`src/core/clock_unit_regs.svh`:
```
/*
  register offsets, field positions, reset values and timing counts of the clock-output
  select and crystal monitor block.
  assumes: included by bare name; definitions only.
*/
`ifndef CLOCK_UNIT_REGS_SVH
`define CLOCK_UNIT_REGS_SVH

// ************************************************************
// register byte offsets
// ************************************************************
`define CLOCK_CONTROL_REG_OFS   6'h00
`define CLOCK_CONFIG_REG_OFS    6'h04
`define CLOCK_INTERRUPT_REG_OFS 6'h08
`define CLOCK_MASK_REG_OFS      6'h0C
`define CLOCK_STATUS_REG_OFS    6'h10

// ************************************************************
// control register fields
// ************************************************************
`define CTL_CRYSTAL_ON_BIT      0
`define CTL_CRYSTAL_READY_BIT   1
`define CTL_MONITOR_ENABLE_BIT  2
`define CTL_MULT_ON_BIT         3
`define CTL_MULT_SRC_BIT        4
// ************************************************************
// config register fields
// ************************************************************
`define CFG_SYS_SRC_LSB         0
`define CFG_SEL_LSB             4
// ************************************************************
// interrupt / mask fields
// ************************************************************
`define INT_MONITOR_FAIL_BIT    0
`define INT_CRYSTAL_READY_BIT   1
`define INT_WIDTH               2

// ************************************************************
// reset values and timing
// ************************************************************
`define CTL_RESET               5'h00
`define SEL_RESET               4'h0
`define SYS_SRC_RESET           2'h0
// crystal must miss this many system clocks to count as failed
`define MONITOR_TIMEOUT_CYCLES  8'h40
`define READY_DELAY_CYCLES      8'h10
`endif

```
`src/core/clock_unit_pkg.sv`:
```
/*
  types shared by the clock unit files.
  assumes: no surroundings; compiled first.
*/
package clock_unit_pkg;
  // system clock source codes
  typedef enum logic [1:0] {
    sys_src_rc       = 2'h0,
    sys_src_crystal  = 2'h1,
    sys_src_mult     = 2'h2
  } sys_src_e;

  // monitor state, gray along off -> wait -> watch
  typedef enum logic [1:0] {
    mon_off   = 2'h0,
    mon_wait  = 2'h1,
    mon_watch = 2'h3,
    mon_fail  = 2'h2
  } mon_state_e;

  typedef logic [3:0] clock_sel_t;
endpackage

```
`src/core/clock_unit.sv`:
```
/*
  clock unit: clock output select and external fast crystal monitor, with an
  avalon-mm register slave.
  assumes: one clock, asynchronous active-high reset; crystal activity arrives as a
  synchronous level that toggles while the crystal runs; software pins the alternate
  function of the output pin itself.
*/
// The Avalon-MM interface to the registers and the placing of the registers were left to the implementer.
// What this block does
// - decode four-bit select onto clock output
// - crystal failure turns crystal off
// - failure sets flag and fault event
// - crystal-fed system clock moves to rc
// - crystal-fed multiplier gets disabled
`timescale 1ns/10ps
`include "clock_unit_regs.svh"
module clock_unit
  import clock_unit_pkg::*;
(
  input  wire logic        clk,
  input  wire logic        reset,
  input  wire logic [5:0]  avs_address,
  input  wire logic        avs_read,
  input  wire logic        avs_write,
  input  wire logic [31:0] avs_writedata,
  input  wire logic [3:0]  avs_byteenable,
  output logic [31:0]      avs_readdata,
  output logic             avs_waitrequest,
  input  wire logic        crystal_activity,
  input  wire logic        system_clock,
  input  wire logic        internal_rc_clock,
  input  wire logic        fast_crystal_clock,
  input  wire logic        main_multiplier_clock,
  input  wire logic        second_multiplier_clock,
  input  wire logic        third_multiplier_clock,
  input  wire logic        external_clock_1,
  output logic             clock_output,
  output logic             crystal_enable,
  output logic             multiplier_enable,
  output logic [1:0]       system_clock_source,
  output logic             fault_event,
  output logic             irq
);
  // register fields, monitor and bus handshake state
  logic                 crystal_on;
  logic                 crystal_ready;
  logic                 monitor_enable;
  logic                 mult_on;
  logic                 mult_src;
  sys_src_e             sys_src;
  clock_sel_t           clock_out_select;
  logic [`INT_WIDTH-1:0] int_status;
  logic [`INT_WIDTH-1:0] int_mask;
  mon_state_e           mon_state;
  logic [7:0]           mon_count;
  logic                 activity_last;
  logic                 answered;
  logic                 ready_event;
  logic                 fail_event;

  logic                 next_crystal_on;
  logic                 next_crystal_ready;
  logic                 next_monitor_enable;
  logic                 next_mult_on;
  logic                 next_mult_src;
  sys_src_e             next_sys_src;
  clock_sel_t           next_clock_out_select;
  logic [`INT_WIDTH-1:0] next_int_status;
  logic [`INT_WIDTH-1:0] next_int_mask;
  mon_state_e           next_mon_state;
  logic [7:0]           next_mon_count;
  logic                 next_answered;
  logic [31:0]          next_readdata;
  logic                 next_fault_event;
  logic                 next_irq;

  logic wr_ctl;
  logic wr_cfg;
  logic wr_int;
  logic wr_mask;
  logic edge_seen;

  // ************************************************************
  // bus decode: one wait cycle, answer on the second edge
  // ************************************************************
  assign wr_ctl  = avs_write && !answered && avs_byteenable[0] && (avs_address == `CLOCK_CONTROL_REG_OFS);
  assign wr_cfg  = avs_write && !answered && avs_byteenable[0] && (avs_address == `CLOCK_CONFIG_REG_OFS);
  assign wr_int  = avs_write && !answered && avs_byteenable[0] && (avs_address == `CLOCK_INTERRUPT_REG_OFS);
  assign wr_mask = avs_write && !answered && avs_byteenable[0] && (avs_address == `CLOCK_MASK_REG_OFS);
  assign edge_seen = crystal_activity ^ activity_last;

  // ************************************************************
  // crystal monitor
  // ************************************************************
  // watch starts only once the crystal reports ready, so a slow start is no failure
  always_comb begin
    next_mon_state = mon_state;
    next_mon_count = mon_count;
    fail_event     = 1'b0;
    ready_event    = 1'b0;
    next_crystal_ready = crystal_ready;
    unique case (mon_state)
      mon_off: begin
        next_mon_count = 8'h00;
        next_crystal_ready = 1'b0;
        if (crystal_on) begin
          next_mon_state = mon_wait;
        end
      end
      mon_wait: begin
        next_mon_count = edge_seen ? mon_count + 8'h01 : mon_count;
        if (!crystal_on) begin
          next_mon_state = mon_off;
        end else if (mon_count >= `READY_DELAY_CYCLES) begin
          next_crystal_ready = 1'b1;
          ready_event    = 1'b1;
          next_mon_count = 8'h00;
          next_mon_state = mon_watch;
        end
      end
      mon_watch: begin
        next_mon_count = edge_seen ? 8'h00 : mon_count + 8'h01;
        if (!crystal_on) begin
          next_mon_state = mon_off;
        end else if (monitor_enable && mon_count >= `MONITOR_TIMEOUT_CYCLES) begin
          fail_event     = 1'b1;
          next_mon_state = mon_fail;
        end
      end
      mon_fail: begin
        // crystal already forced off; fall back to idle
        next_mon_state = mon_off;
      end
    endcase
  end

  // ************************************************************
  // register file next values
  // ************************************************************
  always_comb begin
    next_crystal_on       = wr_ctl ? avs_writedata[`CTL_CRYSTAL_ON_BIT] : crystal_on;
    next_monitor_enable   = wr_ctl ? avs_writedata[`CTL_MONITOR_ENABLE_BIT] : monitor_enable;
    next_mult_on          = wr_ctl ? avs_writedata[`CTL_MULT_ON_BIT] : mult_on;
    next_mult_src         = wr_ctl ? avs_writedata[`CTL_MULT_SRC_BIT] : mult_src;
    next_sys_src          = wr_cfg ? sys_src_e'(avs_writedata[`CFG_SYS_SRC_LSB +: 2]) : sys_src;
    next_clock_out_select = wr_cfg ? avs_writedata[`CFG_SEL_LSB +: 4] : clock_out_select;
    next_int_mask         = wr_mask ? avs_writedata[`INT_WIDTH-1:0] : int_mask;
    // write one clears; a same-cycle event wins
    next_int_status       = wr_int ? (int_status & ~avs_writedata[`INT_WIDTH-1:0]) : int_status;
    next_int_status[`INT_CRYSTAL_READY_BIT] = next_int_status[`INT_CRYSTAL_READY_BIT] | ready_event;
    next_fault_event = fail_event;
    if (fail_event) begin
      next_int_status[`INT_MONITOR_FAIL_BIT] = 1'b1;
      next_crystal_on = 1'b0;
      // real-time source selection is untouched here
      if (sys_src == sys_src_crystal || (sys_src == sys_src_mult && mult_src)) begin
        next_sys_src = sys_src_rc;
      end
      if (mult_src) begin
        next_mult_on = 1'b0;
      end
    end
    next_irq = |(next_int_status & next_int_mask);
  end

  // ************************************************************
  // read data and handshake
  // ************************************************************
  always_comb begin
    next_answered = (avs_read || avs_write) && !answered;
    next_readdata = 32'h0000_0000;
    if (avs_read && !answered) begin
      unique case (avs_address)
        `CLOCK_CONTROL_REG_OFS:   next_readdata = {27'h0, mult_src, mult_on, monitor_enable,
                                                    crystal_ready, crystal_on};
        `CLOCK_CONFIG_REG_OFS:    next_readdata = {24'h0, clock_out_select, 2'h0, sys_src};
        `CLOCK_INTERRUPT_REG_OFS: next_readdata = {30'h0, int_status};
        `CLOCK_MASK_REG_OFS:      next_readdata = {30'h0, int_mask};
        `CLOCK_STATUS_REG_OFS:    next_readdata = {30'h0, mon_state};
        default:                  next_readdata = 32'h0000_0000;  // unmapped reads zero
      endcase
    end else if (answered) begin
      next_readdata = avs_readdata;
    end
  end

  // ************************************************************
  // state registers
  // ************************************************************
  always_ff @(posedge clk or posedge reset) begin
    if (reset) begin
      crystal_on        <= 1'(`CTL_RESET >> `CTL_CRYSTAL_ON_BIT);
      crystal_ready     <= 1'b0;
      monitor_enable    <= 1'b0;
      mult_on           <= 1'b0;
      mult_src          <= 1'b0;
      sys_src           <= sys_src_rc;
      clock_out_select  <= `SEL_RESET;
      int_status        <= '0;
      int_mask          <= '0;
      mon_state         <= mon_off;
      mon_count         <= 8'h00;
      activity_last     <= 1'b0;
      answered          <= 1'b0;
      avs_readdata      <= 32'h0000_0000;
      avs_waitrequest   <= 1'b1;
      crystal_enable    <= 1'b0;
      multiplier_enable <= 1'b0;
      system_clock_source <= 2'h0;
      fault_event       <= 1'b0;
      irq               <= 1'b0;
    end else begin
      crystal_on        <= next_crystal_on;
      crystal_ready     <= next_crystal_ready;
      monitor_enable    <= next_monitor_enable;
      mult_on           <= next_mult_on;
      mult_src          <= next_mult_src;
      sys_src           <= next_sys_src;
      clock_out_select  <= next_clock_out_select;
      int_status        <= next_int_status;
      int_mask          <= next_int_mask;
      mon_state         <= next_mon_state;
      mon_count         <= next_mon_count;
      activity_last     <= crystal_activity;
      answered          <= next_answered;
      avs_readdata      <= next_readdata;
      avs_waitrequest   <= !next_answered;
      crystal_enable    <= next_crystal_on;
      multiplier_enable <= next_mult_on;
      system_clock_source <= next_sys_src;
      fault_event       <= next_fault_event;
      irq               <= next_irq;
    end
  end

  // ************************************************************
  // clock output selection
  // ************************************************************
  clock_out_mux u_mux (
    .clk                     (clk),
    .reset                   (reset),
    .clock_out_select        (clock_out_select),
    .system_clock            (system_clock),
    .internal_rc_clock       (internal_rc_clock),
    .fast_crystal_clock      (fast_crystal_clock),
    .main_multiplier_clock   (main_multiplier_clock),
    .second_multiplier_clock (second_multiplier_clock),
    .third_multiplier_clock  (third_multiplier_clock),
    .external_clock_1        (external_clock_1),
    .clock_output            (clock_output)
  );
endmodule // clock_unit

```
`src/core/clock_out_mux.sv`:
```
/*
  registered selection of one clock-domain source for the clock output pin.
  assumes: sources are sampled level signals in the clk domain; sel is stable.
*/
`timescale 1ns/10ps
`include "clock_unit_regs.svh"
module clock_out_mux
  import clock_unit_pkg::*;
(
  input  wire logic       clk,
  input  wire logic       reset,
  input  wire clock_sel_t clock_out_select,
  input  wire logic       system_clock,
  input  wire logic       internal_rc_clock,
  input  wire logic       fast_crystal_clock,
  input  wire logic       main_multiplier_clock,
  input  wire logic       second_multiplier_clock,
  input  wire logic       third_multiplier_clock,
  input  wire logic       external_clock_1,
  output logic            clock_output
);
  logic main_half;
  logic third_half;
  logic next_main_half;
  logic next_third_half;
  logic next_clock_output;

  // ************************************************************
  // halving dividers and selection
  // ************************************************************
  // toggle on each high sample; crude, but keeps one clock domain
  always_comb begin
    next_main_half  = main_half ^ main_multiplier_clock;
    next_third_half = third_half ^ third_multiplier_clock;
    unique casez (clock_out_select)
      4'b00??: next_clock_output = 1'b0;
      4'h4:    next_clock_output = system_clock;
      4'h5:    next_clock_output = internal_rc_clock;
      4'h6:    next_clock_output = fast_crystal_clock;
      4'h7:    next_clock_output = main_half;
      4'h8:    next_clock_output = second_multiplier_clock;
      4'h9:    next_clock_output = third_half;
      4'hA:    next_clock_output = external_clock_1;
      4'hB:    next_clock_output = third_multiplier_clock;
      default: next_clock_output = 1'b0;  // codes above 1011 reserved
    endcase
  end

  always_ff @(posedge clk or posedge reset) begin
    if (reset) begin
      main_half    <= 1'b0;
      third_half   <= 1'b0;
      clock_output <= 1'b0;
    end else begin
      main_half    <= next_main_half;
      third_half   <= next_third_half;
      clock_output <= next_clock_output;
    end
  end
endmodule // clock_out_mux

```
`config.mk`:
```
export PLATFORM = sky130hd
export DESIGN_NAME = clock_unit
export DESIGN_NICKNAME = d
export VERILOG_FILES = /design/src/core/clock_unit_pkg.sv /design/src/core/clock_unit.sv /design/src/core/clock_out_mux.sv
export VERILOG_INCLUDE_DIRS = /design/src /design/src/core
export SDC_FILE = /design/constraint.sdc
export NUM_CORES = 1
export LEC_CHECK = 0
export BUFFER_PORTS_ARGS = -buffer_cell sky130_fd_sc_hd__buf_2
export CORE_UTILIZATION = 30
export CTS_BUF_LIST = sky130_fd_sc_hd__clkbuf_4 sky130_fd_sc_hd__clkbuf_8
export DETAILED_ROUTE_END_ITERATION = 16
export HOLD_SLACK_MARGIN = 0.15
export PLACE_DENSITY = 0.57
export SLEW_MARGIN = 5
export SYNTH_ARGS = -nofsm -noshare
export SYNTH_HDL_FRONTEND = slang
export SYNTH_SLANG_ARGS = --single-unit
```
`constraint.sdc`:
```
create_clock -name clk -period 3.9 [get_ports clk]
set_input_delay 0 -clock clk [delete_from_list [all_inputs] [get_ports clk]]
set_output_delay 0 -clock clk [all_outputs]
set_load 0.02 [all_outputs]
```
==> impl_metrics.ini, run 1 <==
[outcome]
status = finished clean

[pwr]
p_per_area_nw_per_um2 = 345
p_leak_nw = 1.31
ir_worst_vdd_v = 0.000172

[die]
fp-row-count = 31
die-area_sq_um = 8050
pin_count = 94
die_y_um = 89.7
dieWidth_um = 89.7
start_util_pct = 31.5
coreArea_sq_um = 7330

[synth]
synth.area.mux_share_pct = 9.43
synth-simple-area-share_pct = 15.8
async_flop_share_pct = 100
synth_compound_area_share_pct = 14.4
yosysMostFrequentCell = dfrtp_1
yosysWarnings = 0
ys_ff_latch = 41
synth_fa_ha_area_share_pct = 1.63
yosys-top-cells-count = dfrtp_1 (40), buf_4 (26), nand2_1 (24)
synth_top_family_by_area = simple AND/OR/NAND/NOR gates
synth_edf_count = 0
synth.avg_cell_area_sq_um = 10.3
synth_area_sq_um = 2310
synth_cell_type_count = 48
synth_cells = 224
post-synth-top-area-cell = dfrtp_1
synth_seq_area_share_pct = 44.5
yosys-top-cells-area = dfrtp_1 (43%), buf_4 (8.5%), mux4_2 (3.9%)
synthFlopType = dfrtp_1
synth_xor_xnor_area_share_pct = 3.04
yosys.area.top_type_share_pct = 43.4

[place]
gp_congestion = 0.755
dpl_cell_area_sq_um = 2500
hpwlAfterDp_mm = 3.55
io_buffers = 42
post-place-ws_ns = 1.81

[sta]
final_max_slew_viol_count = 0
fin_ws_ns = 1.81
fin_crit_sh_pct = 53.6
fin_crit_ns = 2.09
worst_pin_slew_ns = 0.813
finalHoldViolCount = 0
rsz0062_at_grt = false
finalSetupViolations = 0
fin_skew_ns = 0.00523
setup_tns_ns = 0
slew_headroom_pct = 45.8
fmax_mhz = 478

[route]
drt.antenna.violating_nets = 0
wl_met2_mm = 2.21
vias = 1799
top_layer = met4
drc_errors = 0
wl_met1_mm = 2.54
wl_met3_um = 190
viasPerCell = 4.73
routed_wirelength_mm = 4.98
drtIter0Drc = 70
routedWlPerCell_um = 13.1
firstDrtPassIters = 4

[global_routing]
antenna_found_initial = 0
grt_max_degree = 42
grt_pass1_wl_mm = 8.42
grt_overflow = 0
grt_pass1_vias = 1670
grtUsageTotal_pct = 12.8

[cts]
cts_sinks = 41
ctsHoldBuffers = 17
clock_path_buffers = 2
post_cts_resize_count = 0
cts_tree = yes
post-cts-setup-buffer-count = 0
h-tree-depth = 2
clk_latency_ns = 0.29
cts_buffers = 5
root_buffer = clkbuf_8
clkSlewWorstSetupHoldPaths_ns = 0.08

[layout]
n_antenna_cell = 0
postLayoutCoreUtil_pct = 38.1
nNetsFinal = 337
fin_area_sq_um = 2790
drive_above_1_share_pct = 26.0
area_growth_pct = 21.0

[worst_setup_path]
path_class = flop to flop
crit_fanout = 10
required_ns = 4.08
endpoint_kind = flop
arrival_ns = 2.27
cp-start-kind = flop

[worst_hold_path]
hold_class = primary input to flop

[run]
drv_cap = 0
-- stage by stage --
stage / hold slack, ns / total power, mW / cells
after floorplan: 0.0314 / 0.583 / 247
after global placement: 0.134 / 0.599 / 355
after detailed placement: 0.137 / 0.601 / 355
after CTS: 0.152 / 0.970 / 380
after global routing: 0.189 / 1.01 / 380
final: 0.159 / 0.963 / 380
-- state kept, by name (all words and copies together) (netlist names), 2 cells and up --
register	cells
avs_readdata	8
clock_out_select	4
int_mask	2
int_status	2
mon_count	8
mon_state	2
sys_src	2
-- area by class of cell --
cell class              count  area, sq um
fillers                   732         4540
multi-input cells         166         1110
flip-flops and latches     41         1030
repair buffers             60          388
well taps                  99          124
clock buffers               7         90.1
clock inverters             1         30.0
inverters                   6         22.5
-- worst max-delay path, stage by stage, from the launching register on --
cell and delay (ns):
dfrtp_1 0.52, nor4_4 0.39, and4b_4 0.32, and3_4 0.21
mux2_4 0.31, a22o_1 0.24
-- layer usage --
metal	track usage (%)	vias up
met5	0	-
met4	4.51	0
met3	2.12	4
met2	18.8	53
met1	18.8	876
li1	-	866
-- kinds of logic after synthesis --
kind of cell    Yosys count
buf+inv                  40
fa+ha+maj                 3
mux                      15
xor+xnor                  8
compound gates           48
flops                    41
simple gates             68
other cells               1
-- where the power goes --
| group | internal (mW) | leakage, nW | total [mW] | switching, mW |
|---|---|---|---|---|
| Combinational | 0.0527 | 0.698 | 0.128 | 0.0748 |
| Clock | 0.216 | 0.0619 | 0.359 | 0.143 |
| Sequential | 0.450 | 0.552 | 0.477 | 0.0265 |
| Total | 0.719 | 1.31 | 0.963 | 0.245 |
-- path summary, 6_finish.rpt --
check                            startpoint          endpoint  slack [ns]  cells past startpoint
max                                answered               irq        1.81                      5
min                          avs_address[5]   avs_readdata[1]        0.16                      4
min reg2reg                u_mux.third_half  u_mux.third_half        0.47                      1
max in group asynchronous             reset   avs_waitrequest        3.14                      4
min in group asynchronous             reset      mon_count[4]        0.40                      4
max reg2reg                        answered               irq        1.81                      5
-- cell usage in the layout, fill, tap and decap left out, types with 3 or more instances in the layout --
cell type,instances
nand3_1,7
clkbuf_8,6
buf_2,42
inv_1,5
xor2_1,4
dlygate4sd3_1,17
nor2_1,12
or4_1,3
mux2i_1,3
mux2_2,6
nand4b_1,3
a32o_1,4
a22o_2,3
nand2b_1,4
a21oi_1,6
o21ai_0,16
ha_1,3
nor3_1,6
dfrtp_1,40
a32oi_1,3
xnor2_1,4
mux4_2,4
a31oi_1,3
nand2_1,24
conb_1,24
(Power assumes the default switching activity.)
==> run 2: changes to the inputs <==
- ABC_AREA: default -> 1
- clock period: 3.9 -> 2.2 ns (I/O delays scaled with it)
==> run 2 against run 1 <==
Net effect: utilization increased by 0.67 points; worst setup slack got worse by 1.7 ns; final cell count increased by 20%; clock power increased by 37%; global-route usage increased by 0.46 points; critical path type unchanged; highest routed layer unchanged.
==> impl_metrics.ini, run 2 <==
[cts]
root_buffer = clkbuf_8
clkSlewWorstSetupHoldPaths_ns = 0.09
post-cts-setup-buffer-count = 0
cts_sinks = 41
clock_path_buffers = 2
cts_buffers = 5
clk_latency_ns = 0.30
cts_tree = yes
h-tree-depth = 2
post_cts_resize_count = 0

[route]
routed_wirelength_mm = 5.08
drc_errors = 0
wl_met3_um = 180
top_layer = met4
drtIter0Drc = 83
viasPerCell = 4.31
wl_met2_mm = 2.33
routedWlPerCell_um = 11.1
wl_met1_mm = 2.48
firstDrtPassIters = 4
drt.antenna.violating_nets = 0
vias = 1969

[synth]
synth_top_family_by_area = simple AND/OR/NAND/NOR gates
synth-simple-area-share_pct = 27.7
post-synth-top-area-cell = dfrtp_1
async_flop_share_pct = 100
yosysWarnings = 0
synth_area_sq_um = 2340
synth_edf_count = 0
synth_cells = 289
synth_cell_type_count = 34
ys_ff_latch = 41
synth_compound_area_share_pct = 9.21
yosys-top-cells-count = nand2_1 (75), dfrtp_1 (40), inv_1 (32)
synth_fa_ha_area_share_pct = 1.61
yosys-top-cells-area = dfrtp_1 (43%), nand2_1 (12%), buf_4 (7.7%)
synth_xor_xnor_area_share_pct = 3.05
synthFlopType = dfrtp_1
synth_seq_area_share_pct = 44.0
yosysMostFrequentCell = nand2_1
yosys.area.top_type_share_pct = 42.8
synth.area.mux_share_pct = 0
synth.avg_cell_area_sq_um = 8.08

[global_routing]
grt_overflow = 0
grtUsageTotal_pct = 13.3
grt_pass1_vias = 1842
grt_pass1_wl_mm = 8.75
grt_max_degree = 42
antenna_found_initial = 0

[sta]
finalHoldViolCount = 0
final_max_slew_viol_count = 0
worst_pin_slew_ns = 0.523
fin_skew_ns = 0.00762
fin_crit_sh_pct = 95.2
rsz0062_at_grt = false
fin_ws_ns = 0.106
fmax_mhz = 478
fin_crit_ns = 2.09
finalSetupViolations = 0
setup_tns_ns = 0
slew_headroom_pct = 65.1

[worst_hold_path]
hold_class = primary input to flop
hold_depth = 5

[run]
drv_cap = 0

[worst_setup_path]
cp-start-kind = flop
worst-r2r-cell-count = 6
required_ns = 2.39
arrival_ns = 2.28
path_class = flop to flop
crit_fanout = 10
endpoint_kind = flop

[pwr]
p_per_area_nw_per_um2 = 576
p_leak_nw = 1.58
ir_worst_vdd_v = 0.000230

[layout]
multi_input_area_sq_um = 1060
area_growth_pct = 22.9
layout_common_cells = nand2_1 (75), buf_2 (42), dfrtp_1 (40)
final_common_cell = nand2_1
drive_above_1_share_pct = 20.4
final_cells = 457
fill_cells = 778
nNetsFinal = 414
reg_top3 = avs_readdata (8), mon_count (8), clock_out_select (4)
n_antenna_cell = 0
final-seq-area_sq_um = 1030

[outcome]
status = finished clean

[place]
io_buffers = 42
dpl.cell_count = 428
post-place-ws_ns = 0.775
gp_congestion = 0.782
hpwlAfterDp_mm = 3.77

[die]
die-area_sq_um = 8140
coreArea_sq_um = 7410
fp-row-count = 31
pin_count = 94
dieWidth_um = 90.2
die_y_um = 90.2
start_util_pct = 31.5
==> run 2: cell types whose count changed after synthesis, moves of 7 or more <==
cell,previous run,this run
inv_1,5,32
nand2_1,24,75
nand3_1,7,24
nand4_1,0,9
nor2_1,12,19
==> run 2: cell families (layout without fill, tap and decap cells) <==
group | count (synthesis) | count (layout)
and+or+nand+nor | 138 | 138
buffers and inverters | 64 | 110
DFF | 41 | 41
AOI/OAI and AO/OA | 36 | 36
xor gates and xnor gates | 6 | 6
adders and majority gates | 3 | 3
other | 1 | 24
==> run 2: final timing paths <==
path                                startpoint             endpoint  slack [ns]
min in group asynchronous                reset         mon_count[3]        0.37
min                          avs_byteenable[0]  clock_out_select[2]        0.15
min reg2reg                   u_mux.third_half     u_mux.third_half        0.47
max reg2reg                clock_out_select[1]   u_mux.clock_output        0.11
max in group asynchronous                reset      avs_readdata[2]        1.47
max                        clock_out_select[1]   u_mux.clock_output        0.11
==> run 2: power breakdown <==
| group | switching (mW) | leakage, nW | total [mW] | internal (mW) |
|---|---|---|---|---|
| logic | 0.188 | 1.01 | 0.300 | 0.112 |
| clock network | 0.273 | 0.0439 | 0.493 | 0.219 |
| registers | 0.0502 | 0.525 | 0.862 | 0.812 |
==> run 2: area by class of cell <==
cell class | count | area share (%)
Multi-Input combinational cell | 207 | 37.0
Sequential cell | 41 | 35.8
Timing Repair Buffer | 64 | 14.9
Inverter | 38 | 5.01
Tap cell | 99 | 4.31
Clock buffer | 5 | 2.40
Clock inverter | 3 | 0.610
==> run 2: what timing repair did <==
item / in CTS / in global routing
hold endpoints to repair: 66 / 0
hold buffers: 21 / 0
setup endpoints to repair: 0 / 0
==> run 2: critical path: stages (launching register included) <==
cell,delay [ns]
dfrtp_1,0.49
a21oi_1,0.15
o21ai_0,0.09
dlygate4sd3_1,0.58
nand4_1,0.08
nand2_1,0.05
dlygate4sd3_1,0.54
==> run 2: stage by stage <==
stage	cell area [sq um]	utilization, %	hold slack [ns]	power (mW)
final	2870	38.8	0.150	1.65
after global routing	2870	38.8	0.154	1.76
after CTS	2870	38.8	0.151	1.68
after detailed placement	2570	34.8	0.171	1.15
after global placement	2570	34.8	0.175	1.14
after floorplan	2420	-	0.0314	1.09
==> run 2: per-layer routing <==
| metal | track usage, % | vias up |
|---|---|---|
| met5 | 0 | - |
| met4 | 4.84 | 0 |
| met3 | 2.62 | 5 |
| met2 | 21.2 | 45 |
| met1 | 17.7 | 907 |
| li1 | - | 1012 |
